`src/logic/sbs_cfg.svh`:
```
`ifndef SBS_CFG_SVH
`define SBS_CFG_SVH

// ---------------------------------------------------------------
// Register map (byte addresses, one aligned word each)
// ---------------------------------------------------------------
`define SBS_ADDR_W          12
`define SBS_ADDR_STRAP      12'h000
`define SBS_ADDR_STATUS     12'h004
`define SBS_ADDR_CTRL       12'h008

// ---------------------------------------------------------------
// Field positions
// ---------------------------------------------------------------
`define SBS_STRAP_PRINT_BIT 0
`define SBS_STRAP_BOOT_BIT  1
`define SBS_STAT_FLASH_BIT  0
`define SBS_STAT_DLOAD_BIT  1
`define SBS_STAT_INVAL_BIT  2
`define SBS_STAT_LOG_BIT    3
`define SBS_STAT_FUSE_LSB   4
`define SBS_STAT_RUN_BIT    6
`define SBS_CTRL_PULL_BIT   0

// ---------------------------------------------------------------
// Reset values and fuse codes
// ---------------------------------------------------------------
`define SBS_STRAP_RST       2'h3
`define SBS_CTRL_PULL_RST   1'h1
`define SBS_FUSE_LOG_ON     2'h0
`define SBS_FUSE_LOG_LOW    2'h1
`define SBS_FUSE_LOG_HIGH   2'h2
`define SBS_FUSE_LOG_OFF    2'h3

`endif

```
`src/logic/sbs_pkg.sv`:
```
`default_nettype none

package sbs_pkg;

	// Power and reset phase of the strap latch
	typedef enum logic [1:0] {
		ST_OFF,
		ST_RESET,
		ST_RUN
	} sbs_state_t;

endpackage : sbs_pkg

`default_nettype wire

```
`src/logic/sbs_sync2.sv`:
```
`timescale 1ns/1ps
`default_nettype none

// Two-stage synchroniser; the first stage feeds only the second
module sbs_sync2 #(
	parameter int W = 1
) (
	input  wire logic         clk,
	input  wire logic         reset_n,
	input  wire logic         clk_en,
	input  wire logic [W-1:0] async_i,
	output logic      [W-1:0] sync_o
);

	logic [W-1:0] meta_q;
	logic [W-1:0] meta_d;
	logic [W-1:0] sync_d;

	// Hold both stages while the clock enable is low
	always_comb begin
		meta_d = clk_en ? async_i : meta_q;
		sync_d = clk_en ? meta_q : sync_o;
	end

	// Stage registers
	always_ff @(posedge clk or negedge reset_n) begin
		if (!reset_n) begin
			meta_q <= '0;
			sync_o <= '0;
		end else begin
			meta_q <= meta_d;
			sync_o <= sync_d;
		end
	end

endmodule : sbs_sync2

`default_nettype wire

```
`src/logic/sbs_strap_latch.sv`:
```
//
// Function
// - Chip runs while chip enable is high and powers off while low.
// - During system reset both strap pins are sampled as 0 or 1 bits.
// - Latched strap bits hold until power-down or the next reset release; later pin activity is ignored.
// - Power-on, always-on watchdog, brownout and super watchdog resets all recapture.
// - Both latched bits are readable by software in the strap value register.
// - Boot select pin has a weak pull-up by default; floating reads as 1.
// - After reset both pins return to ordinary I/O; pins no longer matter.
// - Boot select 1 means flash boot; 0 with print strap 1 means download.
// - Fuse 1: log on when print strap is 0, off when 1.
// - Fuse 2: log off when print strap is 0, on when 1.
// - Fuse 0 always enables log, fuse 3 always disables; strap ignored.
//
`timescale 1ns/1ps
`default_nettype none
`include "sbs_cfg.svh"

module sbs_strap_latch (
	input  wire logic                   clk,
	input  wire logic                   reset_n,
	input  wire logic                   clk_en,
	// Pins, asynchronous to clk
	input  wire logic                   chip_en_pin,
	input  wire logic                   print_strap_pin_i,
	input  wire logic                   boot_select_pin_i,
	output logic                        print_strap_pin_o,
	output logic                        print_strap_pin_oe,
	output logic                        boot_select_pin_o,
	output logic                        boot_select_pin_oe,
	output logic                        boot_select_pullup,
	// Ordinary I/O function of the pins, same clock
	input  wire logic                   gpio_print_o,
	input  wire logic                   gpio_print_oe,
	input  wire logic                   gpio_boot_o,
	input  wire logic                   gpio_boot_oe,
	// Reset sources, same clock, level
	input  wire logic                   por_rst,
	input  wire logic                   aon_wdt_rst,
	input  wire logic                   brownout_rst,
	input  wire logic                   super_wdt_rst,
	input  wire logic [1:0]             rom_log_select_fuse,
	// Boot decisions
	output logic                        chip_run,
	output logic                        sys_reset,
	output logic                        boot_from_flash,
	output logic                        download_boot,
	output logic                        strap_invalid,
	output logic                        rom_log_en,
	// APB slave
	input  wire logic                   psel,
	input  wire logic                   penable,
	input  wire logic                   pwrite,
	input  wire logic [`SBS_ADDR_W-1:0] paddr,
	input  wire logic [31:0]            pwdata,
	output logic                        pready,
	output logic [31:0]                 prdata,
	output logic                        pslverr
);

	// ---------------------------------------------------------------
	// Pin synchronisers
	// ---------------------------------------------------------------
	logic [2:0] pins_s;
	logic       en_s;
	logic       print_s;
	logic       boot_s;

	sbs_sync2 #(
		.W (3)
	) u_sync (
		.clk     (clk),
		.reset_n (reset_n),
		.clk_en  (clk_en),
		.async_i ({chip_en_pin, boot_select_pin_i, print_strap_pin_i}),
		.sync_o  (pins_s)
	);

	// Split of the synchronised pin levels
	assign en_s    = pins_s[2];
	assign boot_s  = pins_s[1];
	assign print_s = pins_s[0];

	// ---------------------------------------------------------------
	// Decode functions
	// ---------------------------------------------------------------
	function automatic logic rom_log_fn(input logic [1:0] fuse, input logic print);
		logic en;
		en = 1'b1;
		unique case (fuse)
			`SBS_FUSE_LOG_ON:   en = 1'b1;
			`SBS_FUSE_LOG_LOW:  en = ~print;
			`SBS_FUSE_LOG_HIGH: en = print;
			`SBS_FUSE_LOG_OFF:  en = 1'b0;
		endcase
		return en;
	endfunction : rom_log_fn

	function automatic logic is_addr(input logic [`SBS_ADDR_W-1:0] a,
		input logic [`SBS_ADDR_W-1:0] r);
		return a == r;
	endfunction : is_addr

	// ---------------------------------------------------------------
	// Power and reset sequencing
	// ---------------------------------------------------------------
	sbs_pkg::sbs_state_t state_q;
	sbs_pkg::sbs_state_t state_d;
	logic                any_src;
	logic                capture;

	// Any documented reset source holds the system in reset
	assign any_src = por_rst | aon_wdt_rst | brownout_rst | super_wdt_rst;

	// Next phase; chip enable low overrides every reset source
	always_comb begin
		state_d = state_q;
		capture = 1'b0;
		if (clk_en) begin
			unique case (state_q)
				sbs_pkg::ST_OFF: begin
					if (en_s) state_d = sbs_pkg::ST_RESET;
				end
				sbs_pkg::ST_RESET: begin
					if (!en_s) begin
						state_d = sbs_pkg::ST_OFF;
					end else if (!any_src) begin
						state_d = sbs_pkg::ST_RUN;
						capture = 1'b1;
					end
				end
				sbs_pkg::ST_RUN: begin
					if (!en_s) state_d = sbs_pkg::ST_OFF;
					else if (any_src) state_d = sbs_pkg::ST_RESET;
				end
				default: state_d = sbs_pkg::ST_OFF; // Unused code falls back to off
			endcase
		end
	end

	// Phase register
	always_ff @(posedge clk or negedge reset_n) begin
		if (!reset_n) state_q <= sbs_pkg::ST_OFF;
		else state_q <= state_d;
	end

	// ---------------------------------------------------------------
	// Strap latch and boot decisions
	// ---------------------------------------------------------------
	logic [1:0] strap_q;
	logic [1:0] strap_d;
	logic       run_d;
	logic       rst_d;
	logic       flash_d;
	logic       dload_d;
	logic       inval_d;
	logic       log_d;

	// Decisions follow the next strap value so outputs stay in step with it
	always_comb begin
		strap_d = strap_q;
		if (clk_en && state_d == sbs_pkg::ST_OFF) begin
			strap_d = `SBS_STRAP_RST; // Contents lost at power-down
		end else if (capture) begin
			strap_d = {boot_s, print_s};
		end
		// Otherwise the pins are not looked at
		run_d   = state_d != sbs_pkg::ST_OFF;
		rst_d   = state_d == sbs_pkg::ST_RESET;
		flash_d = strap_d[`SBS_STRAP_BOOT_BIT];
		dload_d = ~strap_d[`SBS_STRAP_BOOT_BIT] & strap_d[`SBS_STRAP_PRINT_BIT];
		inval_d = ~strap_d[`SBS_STRAP_BOOT_BIT] & ~strap_d[`SBS_STRAP_PRINT_BIT];
		log_d   = rom_log_fn(rom_log_select_fuse, strap_d[`SBS_STRAP_PRINT_BIT]);
		if (!clk_en) begin
			run_d   = chip_run;
			rst_d   = sys_reset;
			log_d   = rom_log_en;
		end
	end

	// Latch and decision registers
	always_ff @(posedge clk or negedge reset_n) begin
		if (!reset_n) begin
			strap_q         <= `SBS_STRAP_RST;
			chip_run        <= 1'b0;
			sys_reset       <= 1'b0;
			boot_from_flash <= 1'b1;
			download_boot   <= 1'b0;
			strap_invalid   <= 1'b0;
			rom_log_en      <= 1'b1;
		end else begin
			strap_q         <= strap_d;
			chip_run        <= run_d;
			sys_reset       <= rst_d;
			boot_from_flash <= flash_d;
			download_boot   <= dload_d;
			strap_invalid   <= inval_d;
			rom_log_en      <= log_d;
		end
	end

	// ---------------------------------------------------------------
	// Pad control
	// ---------------------------------------------------------------
	logic ctrl_pull_q;
	logic ctrl_pull_d;
	logic pad_po_d;
	logic pad_poe_d;
	logic pad_bo_d;
	logic pad_boe_d;
	logic pull_d;

	// Pins stay inputs outside run so nothing fights the strap level
	always_comb begin
		pad_po_d  = print_strap_pin_o;
		pad_poe_d = print_strap_pin_oe;
		pad_bo_d  = boot_select_pin_o;
		pad_boe_d = boot_select_pin_oe;
		pull_d    = boot_select_pullup;
		if (clk_en) begin
			if (state_d == sbs_pkg::ST_RUN) begin
				pad_po_d  = gpio_print_o;
				pad_poe_d = gpio_print_oe;
				pad_bo_d  = gpio_boot_o;
				pad_boe_d = gpio_boot_oe;
				pull_d    = ctrl_pull_q;
			end else begin
				pad_po_d  = 1'b0;
				pad_poe_d = 1'b0;
				pad_bo_d  = 1'b0;
				pad_boe_d = 1'b0;
				pull_d    = 1'b1;
			end
		end
	end

	// Pad registers
	always_ff @(posedge clk or negedge reset_n) begin
		if (!reset_n) begin
			print_strap_pin_o  <= 1'b0;
			print_strap_pin_oe <= 1'b0;
			boot_select_pin_o  <= 1'b0;
			boot_select_pin_oe <= 1'b0;
			boot_select_pullup <= 1'b1;
		end else begin
			print_strap_pin_o  <= pad_po_d;
			print_strap_pin_oe <= pad_poe_d;
			boot_select_pin_o  <= pad_bo_d;
			boot_select_pin_oe <= pad_boe_d;
			boot_select_pullup <= pull_d;
		end
	end

	// ---------------------------------------------------------------
	// APB slave
	// ---------------------------------------------------------------
	logic        setup;
	logic        access;
	logic        pready_d;
	logic        pslverr_d;
	logic [31:0] prdata_d;
	logic        mapped;

	// Answer is prepared in setup, so the access phase lasts one cycle
	assign setup  = clk_en & psel & ~penable;
	assign access = clk_en & psel & penable & pready;
	assign mapped = is_addr(paddr, `SBS_ADDR_STRAP) | is_addr(paddr, `SBS_ADDR_STATUS)
		| is_addr(paddr, `SBS_ADDR_CTRL);

	// Read mux, error and the one writable bit
	always_comb begin
		pready_d    = clk_en ? setup : pready;
		pslverr_d   = clk_en ? (setup & ~mapped) : pslverr;
		prdata_d    = prdata;
		ctrl_pull_d = ctrl_pull_q;
		if (setup) begin
			prdata_d = 32'h0000_0000;
			if (!pwrite && is_addr(paddr, `SBS_ADDR_STRAP)) begin
				prdata_d[1:0] = strap_q;
			end else if (!pwrite && is_addr(paddr, `SBS_ADDR_STATUS)) begin
				prdata_d[`SBS_STAT_FLASH_BIT] = boot_from_flash;
				prdata_d[`SBS_STAT_DLOAD_BIT] = download_boot;
				prdata_d[`SBS_STAT_INVAL_BIT] = strap_invalid;
				prdata_d[`SBS_STAT_LOG_BIT]   = rom_log_en;
				prdata_d[`SBS_STAT_FUSE_LSB +: 2] = rom_log_select_fuse;
				prdata_d[`SBS_STAT_RUN_BIT]   = chip_run;
			end else if (!pwrite && is_addr(paddr, `SBS_ADDR_CTRL)) begin
				prdata_d[`SBS_CTRL_PULL_BIT] = ctrl_pull_q;
			end
		end
		// Strap register ignores writes; it is a status field only
		if (access && pwrite && is_addr(paddr, `SBS_ADDR_CTRL)) begin
			ctrl_pull_d = pwdata[`SBS_CTRL_PULL_BIT];
		end
	end

	// Bus registers
	always_ff @(posedge clk or negedge reset_n) begin
		if (!reset_n) begin
			pready      <= 1'b0;
			pslverr     <= 1'b0;
			prdata      <= 32'h0000_0000;
			ctrl_pull_q <= `SBS_CTRL_PULL_RST;
		end else begin
			pready      <= pready_d;
			pslverr     <= pslverr_d;
			prdata      <= prdata_d;
			ctrl_pull_q <= ctrl_pull_d;
		end
	end
endmodule : sbs_strap_latch

`default_nettype wire

```
`config.mk`:
```
export PLATFORM = sky130hd
export DESIGN_NAME = sbs_strap_latch
export DESIGN_NICKNAME = d
export VERILOG_FILES = /design/src/logic/sbs_pkg.sv /design/src/logic/sbs_sync2.sv /design/src/logic/sbs_strap_latch.sv
export VERILOG_INCLUDE_DIRS = /design/src /design/src/logic
export SDC_FILE = /design/constraint.sdc
export NUM_CORES = 1
export LEC_CHECK = 0
export ABC_CLOCK_PERIOD_IN_PS = 3750
export BUFFER_PORTS_ARGS = -buffer_cell sky130_fd_sc_hd__buf_4
export CAP_MARGIN = 20
export CELL_PAD_IN_SITES_DETAIL_PLACEMENT = 2
export CELL_PAD_IN_SITES_GLOBAL_PLACEMENT = 2
export CORE_MARGIN = 5
export CORE_UTILIZATION = 24
export DETAILED_ROUTE_END_ITERATION = 8
export PLACE_DENSITY = 0.84
export SLEW_MARGIN = 20
export SYNTH_ARGS = -nofsm -noshare
export SYNTH_HDL_FRONTEND = slang
export SYNTH_SLANG_ARGS = --single-unit
```
`constraint.sdc`:
```
create_clock -name clk -period 3.75 [get_ports clk]
set_clock_uncertainty 0.05 [all_clocks]
set_input_delay 0.1875 -clock clk [delete_from_list [all_inputs] [get_ports clk]]
set_output_delay 0.1875 -clock clk [all_outputs]
set_load 0.005 [all_outputs]
```
* After elaboration in Yosys (flattened, before gate mapping)
Index checks and enable logic that the tools add are counted.
Storage, ports and cells: word-level logic and storage cells 80, register bits after elaboration 31, bits of input ports 63
Operators by class: mux-type cells 24, bitwise gates (word level) 16, reduce and logical (&&, ||, !) cells 12, equal/unequal tests 9
Operator list (count):
- 2-bit 2-to-1 mux | 9
- 12-bit by 3-bit equality test with 1-bit output (second input constant) | 1
- 12-bit by 4-bit equality test with 1-bit output (second input constant) | 1
- 12-bit logical NOT | 1
- 1-bit 2-to-1 mux | 11
- 2-bit equality test (second input constant) | 4
- 1-bit bitwise AND | 7
- 2-bit by 1-bit equality test with 1-bit output (second input constant) | 3
- 1-bit logical AND | 6
- 2-bit logical NOT | 3
- 6-bit 2-to-1 mux | 1
- 2-bit case mux with 3 select lines | 1
- 5-bit 2-to-1 mux | 1
- 1-bit OR | 5
- 1-bit inverter | 4
- 1-bit case mux with 4 select lines | 1
- 2-bit nonzero test | 1
- 1-bit logical NOT | 1

* Logic depth before layout (Yosys ltp)
Gate-level depths: netlist of the first run.
word-level depth 12, gate-level depth with buffers 6, mapped depth without buffers 4

* Hierarchy
A second synthesis of the first run with hierarchy kept.
Unflattened totals: cell total of the unflattened synthesis 138, area total of the unflattened synthesis 1560.2 µm²
By module, submodules not included:
- sbs_strap_latch | times used 1, area an instance 1308.8 µm², seq. area each 606.8 µm², cells an instance 125
- sbs_sync2 | times used 1, area an instance 251.5 µm², seq. area each 150.1 µm², cells an instance 13

* Least setup slack after synthesis of the first run
Ideal clock, no wire load.
kind input to register, from input port aon_wdt_rst, to register state_q[0], required time 3567 ps, arrival 1202 ps, path buffers 0, stages 4, slack 2365 ps, path through or4_4 maj3_2 nand3_1 o21ai_1
Between the ends: longest elaborated chain between the ends 7, elaborated cells between the ends (all ways) 9, classes of those cells 6 x mux; 3 x bitwise
RTL lines:
- start: declaration | line sbs_strap_latch.sv:39 | input wire logic aon_wdt_rst,
- 1-bit OR (*) (3 in series) | line sbs_strap_latch.sv:113 | assign any_src = por_rst | aon_wdt_rst | brownout_rst | super_wdt_rst;
- 2-bit 2-to-1 mux, on equally long branches | line sbs_strap_latch.sv:134, sbs_strap_latch.sv:127
- 2-bit 2-to-1 mux, on equally long branches | line sbs_strap_latch.sv:133, sbs_strap_latch.sv:125
- 2-bit case mux with 3 select lines (*) | line sbs_strap_latch.sv:120 | unique case (state_q)
- 2-bit 2-to-1 mux (*) | line sbs_strap_latch.sv:119 | if (clk_en) begin
- named net state_d[0] | line sbs_strap_latch.sv:108 | sbs_pkg::sbs_state_t state_d;
- end signal: assignment | line sbs_strap_latch.sv:143 | if (!reset_n) state_q <= sbs_pkg::ST_OFF;
- end signal: assignment | line sbs_strap_latch.sv:144 | else state_q <= state_d;
- end: declaration | line sbs_strap_latch.sv:107 | sbs_pkg::sbs_state_t state_q;
The timed path passes the listed nets; every way through them passes the cells marked *. A chain may end at the register's enable or synchronous reset.

* Worst setup path after layout of the first run
from register state_q[1], to register rom_log_en
Between the ends: longest elaborated chain between the ends 9, elaborated cells between the ends (all ways) 18, classes of those cells 2 x eq/ne; 12 x mux; 1 x bitwise; 3 x reduce/logical
RTL lines:
- 2-bit 2-to-1 mux, on equally long branches | line sbs_strap_latch.sv:134, sbs_strap_latch.sv:127
- 2-bit 2-to-1 mux, on equally long branches | line sbs_strap_latch.sv:133, sbs_strap_latch.sv:125
- 2-bit case mux with 3 select lines | line sbs_strap_latch.sv:120
- 2-bit 2-to-1 mux | line sbs_strap_latch.sv:119
- 2-bit logical NOT | line sbs_strap_latch.sv:162 | if (clk_en && state_d == sbs_pkg::ST_OFF) begin
- 1-bit logical AND | line sbs_strap_latch.sv:162
- 2-bit 2-to-1 mux (*) | line sbs_strap_latch.sv:162
- 1-bit inverter | line sbs_strap_latch.sv:92 | `SBS_FUSE_LOG_LOW: en = ~print;
- 1-bit case mux with 4 select lines (*) | line sbs_strap_latch.sv:90 | unique case (fuse)
- end signal: assignment | line sbs_strap_latch.sv:198 | rom_log_en <= log_d;
- end: declaration | line sbs_strap_latch.sv:49 | output logic rom_log_en,
Every way passes the cells marked *; elsewhere a longest branch is shown, timed or not.

==> results of run 1 <==
## power breakdown
part / internal, uW / switching [uW] / leakage [uW]
logic: 52.0 / 47.6 / 0.000537
clock network: 195 / 126 / 0.0000579
registers: 344 / 16.9 / 0.000380
total: 591 / 191 / 0.000975
## repair_timing
| item | 4_1_cts | 5_1_grt |
|---|---|---|
| hold endpoints to repair | 25 | 0 |
| resized for setup | 0 | 0 |
| hold buffers | 1 | 0 |
## Yosys cell counts (2+ instances only)
library cell / number
dfrtp_1: 25
buf_4: 25
dfstp_2: 5
nor3_2: 2
mux2i_1: 2
a21oi_1: 2
nand2_1: 6
nand3_1: 5
nand3b_1: 3
o21ai_1: 4
o21ai_2: 2
nor2_1: 5
mux2_2: 7
o21ai_0: 3
nor4_1: 3
inv_1: 7
a22o_1: 9
o2bb2ai_1: 2
## stage by stage
step                instances  total power, uW  setup WS [ns]  hold slack (ns)  cell area, sq um
floorplan                 162              425           2.36           -0.158              1610
global placement          262              462           2.07           0.0913              1890
detailed placement        262              466           2.09           0.0965              1890
CTS                       271              795           2.33           0.0611              2010
global route              271              832           2.22           0.0613              2010
finish                    271              782           2.32           0.0697              2010
## critical path, stage by stage (launching register included)
cell and delay, ns:
dfrtp_1 0.45, and4b_1 0.30, nand3_1 0.17, a41o_1 0.28
o2bb2ai_1 0.12
## worst paths after layout
check                            startpoint                  to  cells after the start
worst max-delay path             state_q[1]          rom_log_en                      4
worst min register to register    prdata[0]           prdata[0]                      1
worst max register to register   state_q[1]          rom_log_en                      4
max in group asynchronous           reset_n  boot_select_pullup                      2
worst min-delay path            gpio_boot_o   boot_select_pin_o                      2
min in group asynchronous           reset_n           prdata[4]                      2
## final cells by class
type	instances	area, sq um	area share [%]
clock inverter	3	40.0	1.99
sequential	30	757	37.6
timing repair buffer	52	393	19.5
clock buffer	5	68.8	3.42
tap	77	96.3	4.79
multi-input combinational	97	631	31.3
inverter	7	26.3	1.31
## routing by layer
| layer | wire (um) | track usage, % | share of wire [%] |
|---|---|---|---|
| met1 | 1550 | 12.7 | 38 |
| met2 | 2050 | 18.0 | 51 |
| met3 | 404 | 4.38 | 10 |
| met4 | 44 | 3.25 | 1.1 |
| met5 | 0 | 0 | 0 |
## registers in the layout, indices dropped and copies added, names as in the netlist
register,cells
prdata,7
u_sync.meta_q,3
u_sync.sync_o,3
state_q,2
boot_from_flash,1
boot_select_pin_o,1
boot_select_pin_oe,1
boot_select_pullup,1
chip_run,1
ctrl_pull_q,1
download_boot,1
pready,1
print_strap_pin_o,1
print_strap_pin_oe,1
pslverr,1
rom_log_en,1
strap_invalid,1
strap_q,1
sys_reset,1
## cell families (layout without fill, tap and decap cells)
group                    after synthesis  in the layout  synth area share, %
flip-flops                            30             30                 49.7
AND/OR/NAND/NOR                       34             34                 14.2
buffers and inverters                 35             67                 14.9
XOR/XNOR                               1              1                0.575
multiplexers                          10             10                 7.23
adder cells (fa/ha/maj)                1              1                0.739
other                                  1             25                0.246
AO/OA/AOI/OAI                         26             26                 12.5
==> reports/results.txt, run 1 <==
Finish-stage setup viols - 0
Fin. Hold Viols - 0
Largest net degree at the start of global routing - 31
Synth-to-layout area growth - 32.0%
Synthesized instance count - 138
Worst-path clk slew - 0.07 ns
Most common cell after layout, fill and taps aside - buf_4
Fin util - 32.1%
Post-CTS setup buffers - 0
Nets@finish - 256
CTS max path bufs - 2
Distinct cell type count after synthesis - 39
Final Wtd Congestion - 0.712
CTS tree - yes
Least-Margin Pin Slew - 0.542 ns
Die H - 89.7 um
Max-Slew Margin vs Limit - 63.5%
Vias in the first global route - 1,308
HPWL reported at the end of detailed placement - 3.19 mm
Total Die Area - 8040 sq um
Antenna diode count - 0
Post-DRT Antenna Nets - 0
Number of synthesized flops with an enable pin - 0
Crit Path Category - reg2reg
Number of vias per cell - 4.37
Ys async rst share - 100%
Drt total wl - 4.05 mm
Post-synth top area share - 41.1%
All-layer global routing usage - 10.8%
Synthesis-stage register bit count - 30
Drt drc - 0
Arrival @ worst endpoint - 1.59 ns
Outcome - finished, final reports clean
Num CTS Buffers - 5
Share of post-route cells with drive strength above 1 - 40.7%
Initial antenna violation count - 0
Max IR drop VDD - 122 uV
Later-pin clock latency in the skew report - 0.28 ns
DRT Pass-1 Iters - 3
Boundary Pins - 108
Chip Width - 89.7 um
Hold WC Path Type - in2reg
Number of port buffers - 51
R2R Setup Slk - 2.32 ns
Max_cap viols - 0
FILL cells - 721
Final period util - 38.1%
FMAX - 700 MHz
Crit Path Max Fanout - 6
Crit path launch type - flop
Top FF cell, synth - dfrtp_1
Largest area contributor in the netlist - dfrtp_1
Grt ovf - 0
Routed wire per std cell - 14.9 um
Starting Density - 24.3%
Initial drt markers - 25
Core area - 6280 sq um
Final setup TNS - 0 ns
Crit path required time - 3.92 ns
Clock sink total - 30
Max H-tree Level - 2
CP Capture Type - flop
Seq/Total Area, Yosys - 49.7%
YS warnings - 0
FP Rows - 29
Fin crit period - 1.43 ns
Via count - 1,183
Synth area leaders - dfrtp_1 41%, buf_4 12%, dfstp_2 8.6%
P_leak - 0.000975 uW
Syn Area/Cell - 11.0 sq um
RSZ-0062 raised after global routing - false
Most frequent cells in the layout - 51 x buf_4, 25 x conb_1, 25 x dfrtp_1
Slew Viols, Final - 0
Synth Cell Area - 1520 sq um
Root buffer cell - clkbuf_8
Power per cell area - 388 nW/um^2
Global-route wire length before repair - 6.48 mm
Power figures use the tool's default switching activity.
==> run 2: changes to the inputs <==
--- a/config.mk
+++ b/config.mk
@@ -6,15 +6,16 @@
 export SDC_FILE = /design/constraint.sdc
 export NUM_CORES = 1
 export LEC_CHECK = 0
-export ABC_CLOCK_PERIOD_IN_PS = 3750
+export ABC_AREA = 1
+export ABC_CLOCK_PERIOD_IN_PS = 1400
 export BUFFER_PORTS_ARGS = -buffer_cell sky130_fd_sc_hd__buf_4
 export CAP_MARGIN = 20
 export CELL_PAD_IN_SITES_DETAIL_PLACEMENT = 2
 export CELL_PAD_IN_SITES_GLOBAL_PLACEMENT = 2
 export CORE_MARGIN = 5
-export CORE_UTILIZATION = 24
+export CORE_UTILIZATION = 21
 export DETAILED_ROUTE_END_ITERATION = 8
-export PLACE_DENSITY = 0.84
+export PLACE_DENSITY = 0.78
 export SLEW_MARGIN = 20
 export SYNTH_ARGS = -nofsm -noshare
 export SYNTH_HDL_FRONTEND = slang
==> constraint.sdc (replaced) <==
create_clock -name clk -period 1.4 [get_ports clk]
set_clock_uncertainty 0.05 [all_clocks]
set_input_delay 0.07 -clock clk [delete_from_list [all_inputs] [get_ports clk]]
set_output_delay 0.07 -clock clk [all_outputs]
set_load 0.005 [all_outputs]
==> reports/results.txt, run 2 <==
Outcome - finished, final reports clean (unchanged)
Boundary Pins - 108 (unchanged)
Max_cap viols - 0 (unchanged)
Number of vias per cell - 3.99 (was 4.37)
Adder-cell share of the synthesized area - 0% (was 0.739%)
Largest net degree at the start of global routing - 31 (unchanged)
Post-synth top area share - 38.1% (was 41.1%)
Hold WC Path Type - in2reg (unchanged)
Crit Path Max Fanout - 3 (was 6)
P_leak - 0.00119 uW (was 0.000975 uW)
Crit path launch type - flop (unchanged)
Largest area contributor in the netlist - dfrtp_1 (unchanged)
Worst-path cell chain - inv_2 -> nand2_2 -> nor2_4 -> nand2_2 -> nand2_1 -> nand2_2 -> nand2_4 -> nand2_1 -> nand3_1 -> nand2_1 (was and4b_1 -> nand3_1 -> a41o_1 -> o2bb2ai_1)
Drt total wl - 4.77 mm (was 4.05 mm)
Synth area leaders - dfrtp_1 38%, nand2_1 14%, buf_4 11% (was dfrtp_1 41%, buf_4 12%, dfstp_2 8.6%)
YS warnings - 0 (unchanged)
Met2 WL - 2.34 mm (was 2.05 mm)
FMAX - 734 MHz (was 700 MHz)
Core area - 7690 sq um (was 6280 sq um)
Simple-gate share of the synthesized area - 29.5% (was 14.2%)
CP delay by family, top - simple AND/OR/NAND/NOR gates (unchanged)
Clock sink total - 30 (unchanged)
Synthesized instance count - 197 (was 138)
WL met3 - 320 um (was 404 um)
Final period util - 97.3% (was 38.1%)
Worst hold stages - 3 (was 2)
Placement-stage cell area - 2050 sq um (was 1890 sq um)
Regs by FF count - prdata: 7 flops, u_sync.meta_q: 3 flops, u_sync.sync_o: 3 flops (unchanged)
Post-synthesis mux area share - 0% (was 7.22%)
R2r startpoint - state_q[1] (unchanged)
Syn Area/Cell - 8.35 sq um (was 11.0 sq um)
Ys async rst share - 100% (unchanged)
Post-synthesis compound-gate area fraction - 7.76% (was 12.5%)
Fin. Hold Viols - 0 (unchanged)
Fin crit period - 1.36 ns (was 1.43 ns)
Top routing layer in use - met4 (unchanged)
Crit Path Category - reg2reg (unchanged)
Grt ovf - 0 (unchanged)
Arrival @ worst endpoint - 1.52 ns (was 1.59 ns)
CP bufs+invs - 1 (was 0)
Power per cell area - 842 nW/um^2 (was 388 nW/um^2)
CP peak stage delay - 0.43 ns (was 0.45 ns)
Max H-tree Level - 2 (unchanged)
R2R depth - 10 (was 4)
Top-count cell post-synth - nand2_1
CP max stage cell - dfrtp_1 (unchanged)
Post-DRT Antenna Nets - 0 (unchanged)
Initial drt markers - 21 (was 25)
Worst-path clk slew - 0.06 ns (was 0.07 ns)
Final instance area - 2260 sq um (was 2010 sq um)
CP Capture Type - flop (unchanged)
Largest reg by FF count - prdata (unchanged)
FP Rows - 32 (was 29)
Most frequent cells in the layout - 57 x nand2_1, 54 x buf_4, 25 x conb_1 (was 51 x buf_4, 25 x conb_1, 25 x dfrtp_1)
All-layer global routing usage - 9.39% (was 10.8%)
Synth top cells by count - 61 x nand2_1, 25 x buf_4, 25 x dfrtp_1 (was 25 x buf_4, 25 x dfrtp_1, 9 x a22o_1)
DRT Pass-1 Iters - 4 (was 3)
Slew Viols, Final - 0 (unchanged)
Inst Count DP - 348 (was 262)
Share of post-route cells with drive strength above 1 - 37.5% (was 40.7%)
Num CTS Buffers - 5 (unchanged)
Max IR drop VDD - 314 uV (was 122 uV)
Hold endpoint - print_strap_pin_oe (was boot_select_pin_o)
HPWL reported at the end of detailed placement - 3.69 mm (was 3.19 mm)
Crit path required time - 1.56 ns (was 3.92 ns)
Chip Width - 98.5 um (was 89.7 um)
R2R Setup Slk - 0.04 ns (was 2.32 ns)
Largest family of logic cells by synthesized area - simple AND/OR/NAND/NOR gates (was buffers and inverters)
Initial antenna violation count - 0 (unchanged)
XOR/XNOR Fraction of Synth Area - 0% (was 0.575%)
Synth Cell Area - 1640 sq um (was 1520 sq um)
Number of synthesized flops with an enable pin - 0 (unchanged)
Final setup TNS - 0 ns (unchanged)
FILL cells - 907 (was 721)
Met1 wire length - 2.05 mm (was 1.55 mm)
Top FF cell, synth - dfrtp_1 (unchanged)
Starting Density - 21.4% (was 24.3%)
Vias in the first global route - 1,576 (was 1,308)
Total Die Area - 9700 sq um (was 8040 sq um)
Most common cell after layout, fill and taps aside - nand2_1 (was buf_4)
Nets@finish - 324 (was 256)
Global-route wire length before repair - 7.52 mm (was 6.48 mm)
Synthesis-stage register bit count - 30 (unchanged)
Die H - 98.5 um (was 89.7 um)
Non-filler cells, final - 363 (was 271)
Routed wire per std cell - 13.1 um (was 14.9 um)
Later-pin clock latency in the skew report - 0.28 ns (about the same)
Fin util - 29.4% (was 32.1%)
CTS max path bufs - 2 (unchanged)
Via count - 1,449 (was 1,183)
Final Wtd Congestion - 0.772 (was 0.712)
Hold path start - gpio_print_oe (was gpio_boot_o)
CTS tree - yes (unchanged)
Distinct cell type count after synthesis - 29 (was 39)
Seq/Total Area, Yosys - 46.0% (was 49.7%)
Synth-to-layout area growth - 37.3% (was 32.0%)
Flip-flop count of the largest register after layout - 7 (unchanged)
Antenna diode count - 0 (unchanged)
Number of port buffers - 51 (unchanged)
Root buffer cell - clkbuf_8 (unchanged)
Worst r2r dst - rom_log_en (unchanged)
Drt drc - 0 (unchanged)
Finish-stage setup viols - 0 (unchanged)
==> run 2: final cells by class <==
type	instances	area [sq um]	area share, %
multi-input combinational	146	753	33.4
clock inverter	2	10.0	0.443
clock buffer	5	68.8	3.05
sequential	30	758	33.6
tap	102	128	5.65
inverter	17	63.8	2.83
timing repair buffer	61	475	21.1
==> run 2: worst register-to-register path, stage by stage (launching register included) <==
cell and delay [ns]:
dfrtp_1 0.43, inv_2 0.13, nand2_2 0.08, nor2_4 0.12, nand2_2 0.07, nand2_1 0.08
nand2_2 0.08, nand2_4 0.07, nand2_1 0.07, nand3_1 0.07, nand2_1 0.05
==> run 2: power breakdown <==
part	total (uW)	internal (uW)	switching [uW]
combinational	304	141	163
clock	652	333	319
sequential	944	912	31.8
total	1900	1390	514
==> run 2: timing repair <==
action                                  in CTS  in global routing
gates resized for setup                      0                 13
hold buffers                                 7                  0
hold endpoints to repair                    37                  0
buffers inserted                             0                  1
endpoints found under the setup margin       0                  7
==> run 2: logic make-up (layout without fill, tap and decap cells) <==
family | after synthesis | in the layout
compound gates | 14 | 14
other cells | 1 | 25
buf+inv | 45 | 85
simple gates | 107 | 107
flops | 30 | 30
==> run 2: through the flow <==
stage	hold slack (ns)	total power (uW)	setup slack, ns
after floorplan	-0.276	1130	0.222
after global placement	-0.0253	1230	0.119
after detailed placement	-0.0225	1240	0.0565
after CTS	0.00391	1920	0.0309
after global routing	0.00147	2010	-0.0610
final	0.00752	1900	0.0372
==> run 2: per-layer routing <==
metal	vias to the layer above	GRT usage, %
li1	691	-
met1	692	12.0
met2	58	15.8
met3	8	2.69
met4	0	2.21
met5	-	0
==> run 2: worst max-delay path by stage <==
stage               slack, ns       start          to  depth (start not counted)
global placement         0.12  state_q[0]  rom_log_en                          9
CTS                      0.03  state_q[0]  rom_log_en                          9
global route            -0.06  state_q[1]  rom_log_en                         10
floorplan                0.22  state_q[1]  rom_log_en                         10
finish                   0.04  state_q[1]  rom_log_en                         10
detailed placement       0.06  state_q[0]  rom_log_en                          9
